### config.mk
export PLATFORM = sky130hd
export DESIGN_NAME = cpu_subset_core
export DESIGN_NICKNAME = d
export VERILOG_FILES = /design/src/axil_slave_port.v /design/src/cpu_subset_core.v /design/src/sub_flag_unit.v
export VERILOG_INCLUDE_DIRS = /design/src /design/src/src
export SDC_FILE = /design/constraint.sdc
export NUM_CORES = 1
export LEC_CHECK = 0
export ABC_AREA = 1
export BUFFER_PORTS_ARGS = -buffer_cell sky130_fd_sc_hd__buf_2
export CAP_MARGIN = 20
export CORE_ASPECT_RATIO = 0.8
export CORE_UTILIZATION = 45
export DETAILED_ROUTE_END_ITERATION = 16
export PLACE_DENSITY = 0.76
export SLEW_MARGIN = 5
export SYNTH_ARGS = -nofsm -noshare
export SYNTH_HDL_FRONTEND = slang
export SYNTH_SLANG_ARGS = --single-unit
### constraint.sdc
create_clock -name aclk -period 9 [get_ports aclk]
set_input_delay 0.9 -clock aclk [delete_from_list [all_inputs] [get_ports aclk]]
set_output_delay 0.9 -clock aclk [all_outputs]
set_load 0.005 [all_outputs]
### src/core_subset_regs.vh
`ifndef CORE_SUBSET_REGS_VH
`define CORE_SUBSET_REGS_VH

// Register byte offsets on the AXI4-Lite port.
`define REG_CTRL 8'h00
`define REG_STATUS 8'h04
`define REG_ACC_X 8'h08
`define REG_PC 8'h0c

// Field positions.
`define CTRL_RUN 0
`define CTRL_RESUME 1
`define STAT_WAIT 0
`define STAT_BAD 1
`define STAT_RUN 2
`define FLAG_H 4
`define FLAG_I 3
`define FLAG_N 2
`define FLAG_Z 1
`define FLAG_C 0

// Reset values and the trap vector.
`define RST_PC 16'h0000
`define RST_STACK 8'hff
`define RST_FLAGS 5'h08
`define TRAP_VECTOR 16'hfffc

// Opcodes and opcode fields.
`define OP_TRAP 8'h83
`define OP_TO_X 8'h97
`define OP_TO_A 8'h9f
`define OP_HALT 8'h8f
`define LO_SUB 4'h0
`define LO_MTEST 4'hd

// Cycle counts per instruction form.
`define CYC_SUB_LIT 4'd2
`define CYC_SUB_ZP 4'd3
`define CYC_SUB_LONG 4'd4
`define CYC_SUB_W_OFS 4'd5
`define CYC_SUB_B_OFS 4'd4
`define CYC_SUB_N_OFS 4'd3
`define CYC_MT_ZP 4'd4
`define CYC_MT_REG 4'd3
`define CYC_MT_B_OFS 4'd5
`define CYC_MT_N_OFS 4'd4
`define CYC_TRAP 4'd10
`define CYC_COPY 4'd2
`define CYC_HALT 4'd2
`define CYC_BAD 4'd2

// Instruction kinds.
`define K_SUB 4'h0
`define K_TSTM 4'h1
`define K_TSTA 4'h2
`define K_TSTX 4'h3
`define K_TO_X 4'h4
`define K_TO_A 4'h5
`define K_HALT 4'h6
`define K_TRAP 4'h7
`define K_BAD 4'h8

// Operand address forms.
`define EA_NONE 2'd0
`define EA_ABS 2'd1
`define EA_IDX 2'd2
`define EA_X 2'd3

`define RESP_OKAY 2'b00
`define RESP_SLVERR 2'b10

`endif

### src/axil_slave_port.v
`timescale 1ns/10ps
`include "core_subset_regs.vh"
module axil_slave_port (
   input wire aclk,
   input wire aresetn,
   input wire [7:0] s_axi_awaddr,
   input wire s_axi_awvalid,
   output reg s_axi_awready,
   input wire [31:0] s_axi_wdata,
   input wire [3:0] s_axi_wstrb,
   input wire s_axi_wvalid,
   output reg s_axi_wready,
   output reg [1:0] s_axi_bresp,
   output reg s_axi_bvalid,
   input wire s_axi_bready,
   input wire [7:0] s_axi_araddr,
   input wire s_axi_arvalid,
   output reg s_axi_arready,
   output reg [31:0] s_axi_rdata,
   output reg [1:0] s_axi_rresp,
   output reg s_axi_rvalid,
   input wire s_axi_rready,
   output reg wr_en,
   output reg [7:0] wr_addr,
   output reg [31:0] wr_data,
   output reg [3:0] wr_strb,
   input wire wr_ok,
   output wire [7:0] rd_addr,
   input wire [31:0] rd_data,
   input wire rd_ok
);
   reg aw_have_q;
   reg w_have_q;

   assign rd_addr = s_axi_araddr;

   always @(posedge aclk) begin
      if (!aresetn) begin
         s_axi_awready <= 1'b1;
         s_axi_wready <= 1'b1;
         s_axi_bvalid <= 1'b0;
         s_axi_bresp <= `RESP_OKAY;
         aw_have_q <= 1'b0;
         w_have_q <= 1'b0;
         wr_en <= 1'b0;
         wr_addr <= 8'h00;
         wr_data <= 32'h0000_0000;
         wr_strb <= 4'h0;
      end else begin
         wr_en <= 1'b0;
         if (s_axi_awvalid && s_axi_awready) begin
            wr_addr <= s_axi_awaddr;
            aw_have_q <= 1'b1;
            s_axi_awready <= 1'b0;
         end
         if (s_axi_wvalid && s_axi_wready) begin
            wr_data <= s_axi_wdata;
            wr_strb <= s_axi_wstrb;
            w_have_q <= 1'b1;
            s_axi_wready <= 1'b0;
         end
         // The write takes effect one cycle after bvalid rises.
         if (aw_have_q && w_have_q && !s_axi_bvalid) begin
            wr_en <= 1'b1;
            aw_have_q <= 1'b0;
            w_have_q <= 1'b0;
            s_axi_bvalid <= 1'b1;
            s_axi_bresp <= wr_ok ? `RESP_OKAY : `RESP_SLVERR;
         end
         if (s_axi_bvalid && s_axi_bready) begin
            s_axi_bvalid <= 1'b0;
            s_axi_awready <= 1'b1;
            s_axi_wready <= 1'b1;
         end
      end
   end

   always @(posedge aclk) begin
      if (!aresetn) begin
         s_axi_arready <= 1'b1;
         s_axi_rvalid <= 1'b0;
         s_axi_rdata <= 32'h0000_0000;
         s_axi_rresp <= `RESP_OKAY;
      end else begin
         if (s_axi_arvalid && s_axi_arready) begin
            s_axi_arready <= 1'b0;
            s_axi_rvalid <= 1'b1;
            s_axi_rdata <= rd_data;
            s_axi_rresp <= rd_ok ? `RESP_OKAY : `RESP_SLVERR;
         end else if (s_axi_rvalid && s_axi_rready) begin
            s_axi_rvalid <= 1'b0;
            s_axi_arready <= 1'b1;
         end
      end
   end
endmodule // axil_slave_port

### src/cpu_subset_core.v
// The register offsets and register access over AXI4-Lite were left to the implementer.
`timescale 1ns/10ps
`include "core_subset_regs.vh"
module cpu_subset_core #(
   parameter [15:0] RESET_PC = `RST_PC,
   parameter [15:0] VECTOR_ADDR = `TRAP_VECTOR
) (
   input wire aclk,
   input wire aresetn,
   input wire [7:0] s_axi_awaddr,
   input wire s_axi_awvalid,
   output wire s_axi_awready,
   input wire [31:0] s_axi_wdata,
   input wire [3:0] s_axi_wstrb,
   input wire s_axi_wvalid,
   output wire s_axi_wready,
   output wire [1:0] s_axi_bresp,
   output wire s_axi_bvalid,
   input wire s_axi_bready,
   input wire [7:0] s_axi_araddr,
   input wire s_axi_arvalid,
   output wire s_axi_arready,
   output wire [31:0] s_axi_rdata,
   output wire [1:0] s_axi_rresp,
   output wire s_axi_rvalid,
   input wire s_axi_rready,
   output reg [15:0] mem_addr,
   output reg mem_rd,
   output reg mem_wr,
   output reg [7:0] mem_wdata,
   input wire [7:0] mem_rdata,
   output wire cpu_waiting
);
   localparam [2:0] ST_HALT = 3'b001;
   localparam [2:0] ST_EXEC = 3'b010;
   localparam [2:0] ST_WAIT = 3'b100;

   // Packs {address form, kind, operand bytes, index of last cycle}.
   function [11:0] decode;
      input [7:0] op;
      begin
         case (op)
            8'ha0: decode = {`EA_NONE, `K_SUB, 2'd1, `CYC_SUB_LIT - 4'd1};
            8'hb0: decode = {`EA_ABS, `K_SUB, 2'd1, `CYC_SUB_ZP - 4'd1};
            8'hc0: decode = {`EA_ABS, `K_SUB, 2'd2, `CYC_SUB_LONG - 4'd1};
            8'hd0: decode = {`EA_IDX, `K_SUB, 2'd2, `CYC_SUB_W_OFS - 4'd1};
            8'he0: decode = {`EA_IDX, `K_SUB, 2'd1, `CYC_SUB_B_OFS - 4'd1};
            8'hf0: decode = {`EA_X, `K_SUB, 2'd0, `CYC_SUB_N_OFS - 4'd1};
            8'h3d: decode = {`EA_ABS, `K_TSTM, 2'd1, `CYC_MT_ZP - 4'd1};
            8'h4d: decode = {`EA_NONE, `K_TSTA, 2'd0, `CYC_MT_REG - 4'd1};
            8'h5d: decode = {`EA_NONE, `K_TSTX, 2'd0, `CYC_MT_REG - 4'd1};
            8'h6d: decode = {`EA_IDX, `K_TSTM, 2'd1, `CYC_MT_B_OFS - 4'd1};
            8'h7d: decode = {`EA_X, `K_TSTM, 2'd0, `CYC_MT_N_OFS - 4'd1};
            `OP_TRAP: decode = {`EA_NONE, `K_TRAP, 2'd0, `CYC_TRAP - 4'd1};
            `OP_TO_X: decode = {`EA_NONE, `K_TO_X, 2'd0, `CYC_COPY - 4'd1};
            `OP_TO_A: decode = {`EA_NONE, `K_TO_A, 2'd0, `CYC_COPY - 4'd1};
            `OP_HALT: decode = {`EA_NONE, `K_HALT, 2'd0, `CYC_HALT - 4'd1};
            default: decode = {`EA_NONE, `K_BAD, 2'd0, `CYC_BAD - 4'd1};
         endcase
      end
   endfunction

   reg [2:0] state_q;
   reg [3:0] step_q;
   reg [7:0] op_q;
   reg [7:0] hi_q;
   reg [7:0] lo_q;
   reg [7:0] a_q;
   reg [7:0] x_q;
   reg [7:0] stk_q;
   reg [15:0] pc_q;
   reg h_q;
   reg i_q;
   reg n_q;
   reg z_q;
   reg c_q;
   reg run_q;
   reg bad_q;
   reg resume_q;
   reg [31:0] rd_data;
   reg rd_ok;
   reg [15:0] ea;
   reg [7:0] push_byte;
   wire wr_en;
   wire [7:0] wr_addr;
   wire [31:0] wr_data;
   wire [3:0] wr_strb;
   wire wr_ok;
   wire [7:0] rd_addr;
   wire [7:0] op;
   wire [11:0] dc;
   wire [3:0] last;
   wire [1:0] nb;
   wire [3:0] kind;
   wire [1:0] ea_mode;
   wire at_end;
   wire live;
   wire grab;
   wire [15:0] next_pc;
   wire [15:0] two;
   wire [7:0] one;
   wire [15:0] base;
   wire [7:0] alu_a;
   wire [7:0] alu_b;
   wire [7:0] diff;
   wire neg;
   wire zero;
   wire borrow;
   wire [7:0] flags_byte;
   wire bad_set;

   axil_slave_port bus (
      .aclk(aclk),
      .aresetn(aresetn),
      .s_axi_awaddr(s_axi_awaddr),
      .s_axi_awvalid(s_axi_awvalid),
      .s_axi_awready(s_axi_awready),
      .s_axi_wdata(s_axi_wdata),
      .s_axi_wstrb(s_axi_wstrb),
      .s_axi_wvalid(s_axi_wvalid),
      .s_axi_wready(s_axi_wready),
      .s_axi_bresp(s_axi_bresp),
      .s_axi_bvalid(s_axi_bvalid),
      .s_axi_bready(s_axi_bready),
      .s_axi_araddr(s_axi_araddr),
      .s_axi_arvalid(s_axi_arvalid),
      .s_axi_arready(s_axi_arready),
      .s_axi_rdata(s_axi_rdata),
      .s_axi_rresp(s_axi_rresp),
      .s_axi_rvalid(s_axi_rvalid),
      .s_axi_rready(s_axi_rready),
      .wr_en(wr_en),
      .wr_addr(wr_addr),
      .wr_data(wr_data),
      .wr_strb(wr_strb),
      .wr_ok(wr_ok),
      .rd_addr(rd_addr),
      .rd_data(rd_data),
      .rd_ok(rd_ok)
   );

   // In the first cycle of an instruction the opcode is still on the bus.
   assign op = (step_q == 4'd0) ? mem_rdata : op_q;
   assign dc = decode(op);
   assign last = dc[3:0];
   assign nb = dc[5:4];
   assign kind = dc[9:6];
   assign ea_mode = dc[11:10];
   assign at_end = (step_q == last);
   assign live = (step_q == {2'b00, nb});
   assign grab = (step_q != 4'd0) && (step_q <= {2'b00, nb});
   assign next_pc = (step_q <= {2'b00, nb}) ? pc_q + 16'h0001 : pc_q;
   assign two = live ? {lo_q, mem_rdata} : {hi_q, lo_q};
   assign one = live ? mem_rdata : lo_q;
   assign base = (nb == 2'd2) ? two : {8'h00, one};

   always @* begin
      case (ea_mode)
         `EA_IDX: ea = base + {8'h00, x_q};
         `EA_X: ea = {8'h00, x_q};
         default: ea = base;
      endcase
   end

   assign alu_a = (kind == `K_SUB || kind == `K_TSTA) ? a_q :
                  (kind == `K_TSTX) ? x_q : mem_rdata;
   assign alu_b = (kind == `K_SUB) ? mem_rdata : 8'h00;

   sub_flag_unit alu (
      .minuend(alu_a),
      .subtrahend(alu_b),
      .diff(diff),
      .neg(neg),
      .zero(zero),
      .borrow(borrow)
   );

   assign flags_byte = {3'b111, h_q, i_q, n_q, z_q, c_q};

   always @* begin
      case (step_q)
         4'd1: push_byte = pc_q[7:0];
         4'd2: push_byte = pc_q[15:8];
         4'd3: push_byte = x_q;
         4'd4: push_byte = a_q;
         default: push_byte = flags_byte;
      endcase
   end

   assign cpu_waiting = state_q[2];

   always @(posedge aclk) begin
      if (!aresetn) begin
         state_q <= ST_HALT;
         step_q <= 4'd0;
         op_q <= 8'h00;
         hi_q <= 8'h00;
         lo_q <= 8'h00;
         a_q <= 8'h00;
         x_q <= 8'h00;
         stk_q <= `RST_STACK;
         pc_q <= RESET_PC;
         {h_q, i_q, n_q, z_q, c_q} <= `RST_FLAGS;
         mem_addr <= 16'h0000;
         mem_rd <= 1'b0;
         mem_wr <= 1'b0;
         mem_wdata <= 8'h00;
      end else begin
         mem_rd <= 1'b0;
         mem_wr <= 1'b0;
         case (state_q)
            ST_HALT: begin
               if (run_q) begin
                  mem_addr <= pc_q;
                  mem_rd <= 1'b1;
                  step_q <= 4'd0;
                  state_q <= ST_EXEC;
               end
            end
            ST_WAIT: begin
               // Wake-up restarts at the byte after the halt opcode.
               if (resume_q) begin
                  mem_addr <= pc_q;
                  mem_rd <= run_q;
                  step_q <= 4'd0;
                  state_q <= run_q ? ST_EXEC : ST_HALT;
               end
            end
            ST_EXEC: begin
               if (step_q == 4'd0)
                  op_q <= mem_rdata;
               if (grab) begin
                  hi_q <= lo_q;
                  lo_q <= mem_rdata;
               end
               pc_q <= next_pc;
               step_q <= step_q + 4'd1;
               if (at_end) begin
                  step_q <= 4'd0;
                  case (kind)
                     `K_SUB: begin
                        a_q <= diff;
                        n_q <= neg;
                        z_q <= zero;
                        c_q <= borrow;
                     end
                     `K_TSTM, `K_TSTA, `K_TSTX: begin
                        n_q <= neg;
                        z_q <= zero;
                     end
                     `K_TO_X: x_q <= a_q;
                     `K_TO_A: a_q <= x_q;
                     `K_HALT: i_q <= 1'b0;
                     `K_TRAP: pc_q <= {lo_q, mem_rdata};
                     default: pc_q <= next_pc;
                  endcase
                  if (kind == `K_HALT) begin
                     state_q <= ST_WAIT;
                  end else if (run_q) begin
                     mem_addr <= (kind == `K_TRAP) ? {lo_q, mem_rdata}
                                                  : next_pc;
                     mem_rd <= 1'b1;
                  end else begin
                     state_q <= ST_HALT;
                  end
               end else if (step_q < {2'b00, nb}) begin
                  mem_addr <= next_pc;
                  mem_rd <= 1'b1;
               end else if (ea_mode != `EA_NONE &&
                            step_q == last - 4'd1) begin
                  mem_addr <= ea;
                  mem_rd <= 1'b1;
               end else if (kind == `K_TRAP) begin
                  if (step_q >= 4'd1 && step_q <= 4'd5) begin
                     mem_addr <= {8'h00, stk_q};
                     mem_wdata <= push_byte;
                     mem_wr <= 1'b1;
                     stk_q <= stk_q - 8'h01;
                  end else if (step_q == 4'd6) begin
                     i_q <= 1'b1;
                  end else if (step_q == 4'd7) begin
                     mem_addr <= VECTOR_ADDR;
                     mem_rd <= 1'b1;
                  end else if (step_q == 4'd8) begin
                     lo_q <= mem_rdata;
                     mem_addr <= VECTOR_ADDR + 16'h0001;
                     mem_rd <= 1'b1;
                  end
               end
            end
            default: state_q <= ST_HALT;
         endcase
      end
   end

   assign bad_set = state_q[1] && at_end && (kind == `K_BAD);
   assign wr_ok = (wr_addr == `REG_CTRL) || (wr_addr == `REG_STATUS) ||
                  (wr_addr == `REG_ACC_X) || (wr_addr == `REG_PC);

   // A fresh unknown opcode wins over a clear in the same cycle.
   always @(posedge aclk) begin
      if (!aresetn) begin
         run_q <= 1'b0;
         bad_q <= 1'b0;
         resume_q <= 1'b0;
      end else begin
         resume_q <= 1'b0;
         if (wr_en && wr_addr == `REG_CTRL && wr_strb[0]) begin
            run_q <= wr_data[`CTRL_RUN];
            resume_q <= wr_data[`CTRL_RESUME];
         end
         if (bad_set)
            bad_q <= 1'b1;
         else if (wr_en && wr_addr == `REG_STATUS && wr_strb[0] &&
                  wr_data[`STAT_BAD])
            bad_q <= 1'b0;
      end
   end

   always @* begin
      rd_ok = 1'b1;
      case (rd_addr)
         `REG_CTRL: rd_data = {31'h0, run_q};
         `REG_STATUS: rd_data = {29'h0, state_q[1], bad_q, state_q[2]};
         `REG_ACC_X: rd_data = {3'h0, h_q, i_q, n_q, z_q, c_q,
                                stk_q, x_q, a_q};
         `REG_PC: rd_data = {16'h0, pc_q};
         default: begin
            rd_data = 32'h0000_0000;
            rd_ok = 1'b0;
         end
      endcase
   end
endmodule // cpu_subset_core

### src/sub_flag_unit.v
`timescale 1ns/10ps
module sub_flag_unit (
   input wire [7:0] minuend,
   input wire [7:0] subtrahend,
   output wire [7:0] diff,
   output wire neg,
   output wire zero,
   output wire borrow
);
   wire [8:0] full;

   assign full = {1'b0, minuend} - {1'b0, subtrahend};
   assign diff = full[7:0];
   assign neg = full[7];
   assign zero = (full[7:0] == 8'h00);
   assign borrow = full[8];
endmodule // sub_flag_unit

==> reports/qor.yml <==
clock_tree:
  cts_resized: 0
  cts_buffers: 17
  htreeDepth: 4
  cts_hold_repair.buffers: 0
  clock_latency_ns: 0.44
  cts_tree: "done"
  cts_sinks: 153
  cts_setup_buffers: 0
  clkTransAtPathRegs_ns: 0.07
  root_buffer: "clkbuf_16"
  clockBufferDepth: 2
global_routing:
  grt_antenna_before_repair: 0
  grt_pass1_wl_um: 51400
  grt_pass1_vias: 9624
  grt_max_degree: 77
  grt-ovfl-total: 0
  globalRouteTotalUtil_pct: 28.5
yosys:
  syn_inst: 1611
  synth_area_per_cell_um2: 6.35
  synth-seq-area-share_pct: 30.0
  synth_top_cell_area_share_pct: 30.0
  yosysWarnings: 0
  ys_ff_latch: 153
  synth_top_cell_by_area: "dfxtp_1"
  syn_area_um2: 10200
  ys_top_cells_by_area: "dfxtp_1 30%, nand2_1 17%, inv_1 6.8%, o21ai_0 6.2%, a21oi_1 5.9%"
  synth_cell_type_count: 54
placed_design:
  hpwl_um: 24200
  port_buffers: 95
  place_congestion: 0.961
routing:
  drt.antenna.violating_nets: 0
  wl_per_cell_um: 16.5
  vias_per_cell: 5.50
  first_pass_iters: 5
  drc: 0
  drtIter0Drc: 1167
  via_count: 10900
  drt_wl_total_um: 32700
power_and_ir_drop:
  total_power_mw: 1.58
  power.internal_mw: 1.11
  switchingPower_uw: 463
  pwr-share-comb_pct: 9.6
  p_sw_share_pct: 29.4
  power.density_nw_per_um2: 138
  clock_power_share_pct: 46.3
  p_leak_nw: 5.21
  vdd.ir_drop.worst_v: 0.000101
  seqPwrFrac_pct: 44.1
timing:
  post-route-min-period_ns: 5.69
  fmax_ghz: 0.176
  relSlewSlack_pct: 33.5
  tightestPinTransition_ns: 0.996
  tns_ns: 0
  hold_viol: 0
  whs_ns: 0.454
  worst_clock_skew_ns: 0.0144
  setup_viol: 0
  drv_slew: 0
  rsz0062_at_grt: "no"
  period_share_pct: 63.3
worst_hold_path:
  hp-class: "flip-flop to flip-flop"
  whs_endpoint: "hi_q[3]$_SDFFE_PN0P_"
  min_from: "hi_q[3]$_SDFFE_PN0P_"
  whs_path_depth: 2
setup_path:
  cpMostUsedCell: "nand2_1"
  reg2regPathDepth: 31
  r2r-start: "step_q[0]$_SDFFE_PN0P_"
  arrival_ns: 6.07
  slowest_delay_ns: 0.65
  worst-path-max-fanout: 26
  cp.required_ns: 9.37
  critical_path_class: "flip-flop to flip-flop"
  cpMaxStageDelayCell: "ha_1"
  end_kind: "flip-flop"
  worst-r2r-setup-slack_ns: 3.31
  rr_endpoint: "mem_addr[13]$_SDFFE_PN0P_"
  critPathLaunchType: "flip-flop"
finish:
  n_antenna_cell: 0
  final_layout_size_suffix_gt1_share_pct: 12.0
  nNetsFinal: 1761
  layout_common_cells: "451 x nand2_1, 184 x inv_1, 153 x dfxtp_1, 137 x nor2_1, 127 x o21ai_0"
  mostFrequentLayoutCell: "nand2_1"
  num-fill-cells: 2308
  syn_to_final_growth_pct: 11.6
flow_run:
  cap_viol_max_count: 0
die:
  die_h_um: 137
  start_util_pct: 46.6
  num_rows: 48
  fp.dieW_um: 171
  die_area_um2: 23300
  num_io_pins: 135
  coreArea_um2: 21900
status:
  status: "finished, final reports clean"
power groups by stage:
stage,registers [mW],logic [mW],clock network [mW]
2_1_floorplan,0.710,0.106,0
3_3_place_gp,0.709,0.145,0
3_5_place_dp,0.710,0.148,0
4_1_cts,0.694,0.149,0.737
5_1_grt,0.695,0.171,0.767
6_report,0.694,0.151,0.730
Yosys cell counts, drive strengths merged:
cell	n
o21ai	143
o21bai	2
nand4	27
nand2	475
dfxtp	153
o22ai	31
clkinv	3
conb	1
inv	194
a211oi	3
o31ai	2
or3b	1
and2	1
or2	1
a31oi	10
xnor2	6
nor3b	1
clkbuf	46
o211ai	13
xor2	30
o221ai	7
a211o	4
nand3b	10
buf	29
fa	2
nand3	80
and3	1
a21oi	121
o21a	2
nor4	11
nor2	149
ha	27
nor3	22
a221oi	3
cell type report:
| class | instances | area (um^2) | area share [%] |
|---|---|---|---|
| Timing Repair Buffer | 105 | 568 | 4.98 |
| Clock buffer | 17 | 425 | 3.73 |
| Multi-Input combinational cell | 1191 | 6050 | 53.1 |
| Clock inverter | 15 | 176 | 1.55 |
| Tap cell | 300 | 375 | 3.29 |
| Inverter | 197 | 746 | 6.54 |
| Sequential cell | 153 | 3060 | 26.9 |
stage by stage:
stage	utilization [%]	instances	cell area, um^2	setup WS (ns)
3_5_place_dp	49.1	1945	10800	2.93
4_1_cts	51.9	1977	11400	2.88
5_1_grt	52.0	1978	11400	2.66
2_1_floorplan	-	1616	10200	4.12
3_3_place_gp	49.1	1944	10800	2.96
6_report	52.0	1978	11400	3.31
critical path, delay by kind of cell (launching register included):
family	cells	cell delay, ns
simple gates	23	2.74
fa+ha+maj	3	1.21
compound gates	3	0.81
buf+inv	2	0.47
flops	1	0.37
sequential cells by signal, summed over array words and instances, names as in the netlist, 3 cells and up:
name,cells
mem_addr,16
hi_q,8
pc_q,16
state_q,3
stk_q,8
step_q,4
bus.s_axi_rdata,28
a_q,8
x_q,8
bus.wr_addr,8
op_q,8
mem_wdata,8
lo_q,8
routing by layer:
layer / GRT usage (%) / vias up / routed length, um
met2: 43.0 / 481 / 13700
met4: 7.46 / 0 / 603
met3: 7.00 / 56 / 3450
met1: 40.1 / 4987 / 14900
li1: - / 5352 / -
met5: 0 / - / 0
worst max path at each step:
stage,startpoint,end,slack [ns]
finish,step_q[0]$_SDFFE_PN0P_,mem_addr[13]$_SDFFE_PN0P_,3.31
global placement,step_q[0]$_SDFFE_PN0P_,mem_addr[12]$_SDFFE_PN0P_,2.96
floorplan,step_q[1]$_SDFFE_PN0P_,mem_addr[12]$_SDFFE_PN0P_,4.12
global route,step_q[0]$_SDFFE_PN0P_,z_q$_SDFFE_PN0P_,2.66
detailed placement,step_q[0]$_SDFFE_PN0P_,mem_addr[13]$_SDFFE_PN0P_,2.93
CTS,step_q[0]$_SDFFE_PN0P_,mem_addr[12]$_SDFFE_PN0P_,2.88
kinds of logic (layout without fill, tap and decap cells):
logic type,after synthesis,after routing,share of synthesized area (%)
other cells,1,6,0.0367
fa+ha+maj,29,29,3.70
xor+xnor,36,36,3.23
buf+inv,272,334,11.2
simple gates,779,779,33.6
flops,153,153,30.0
compound gates,341,341,18.3
(Power assumes the default switching activity.)
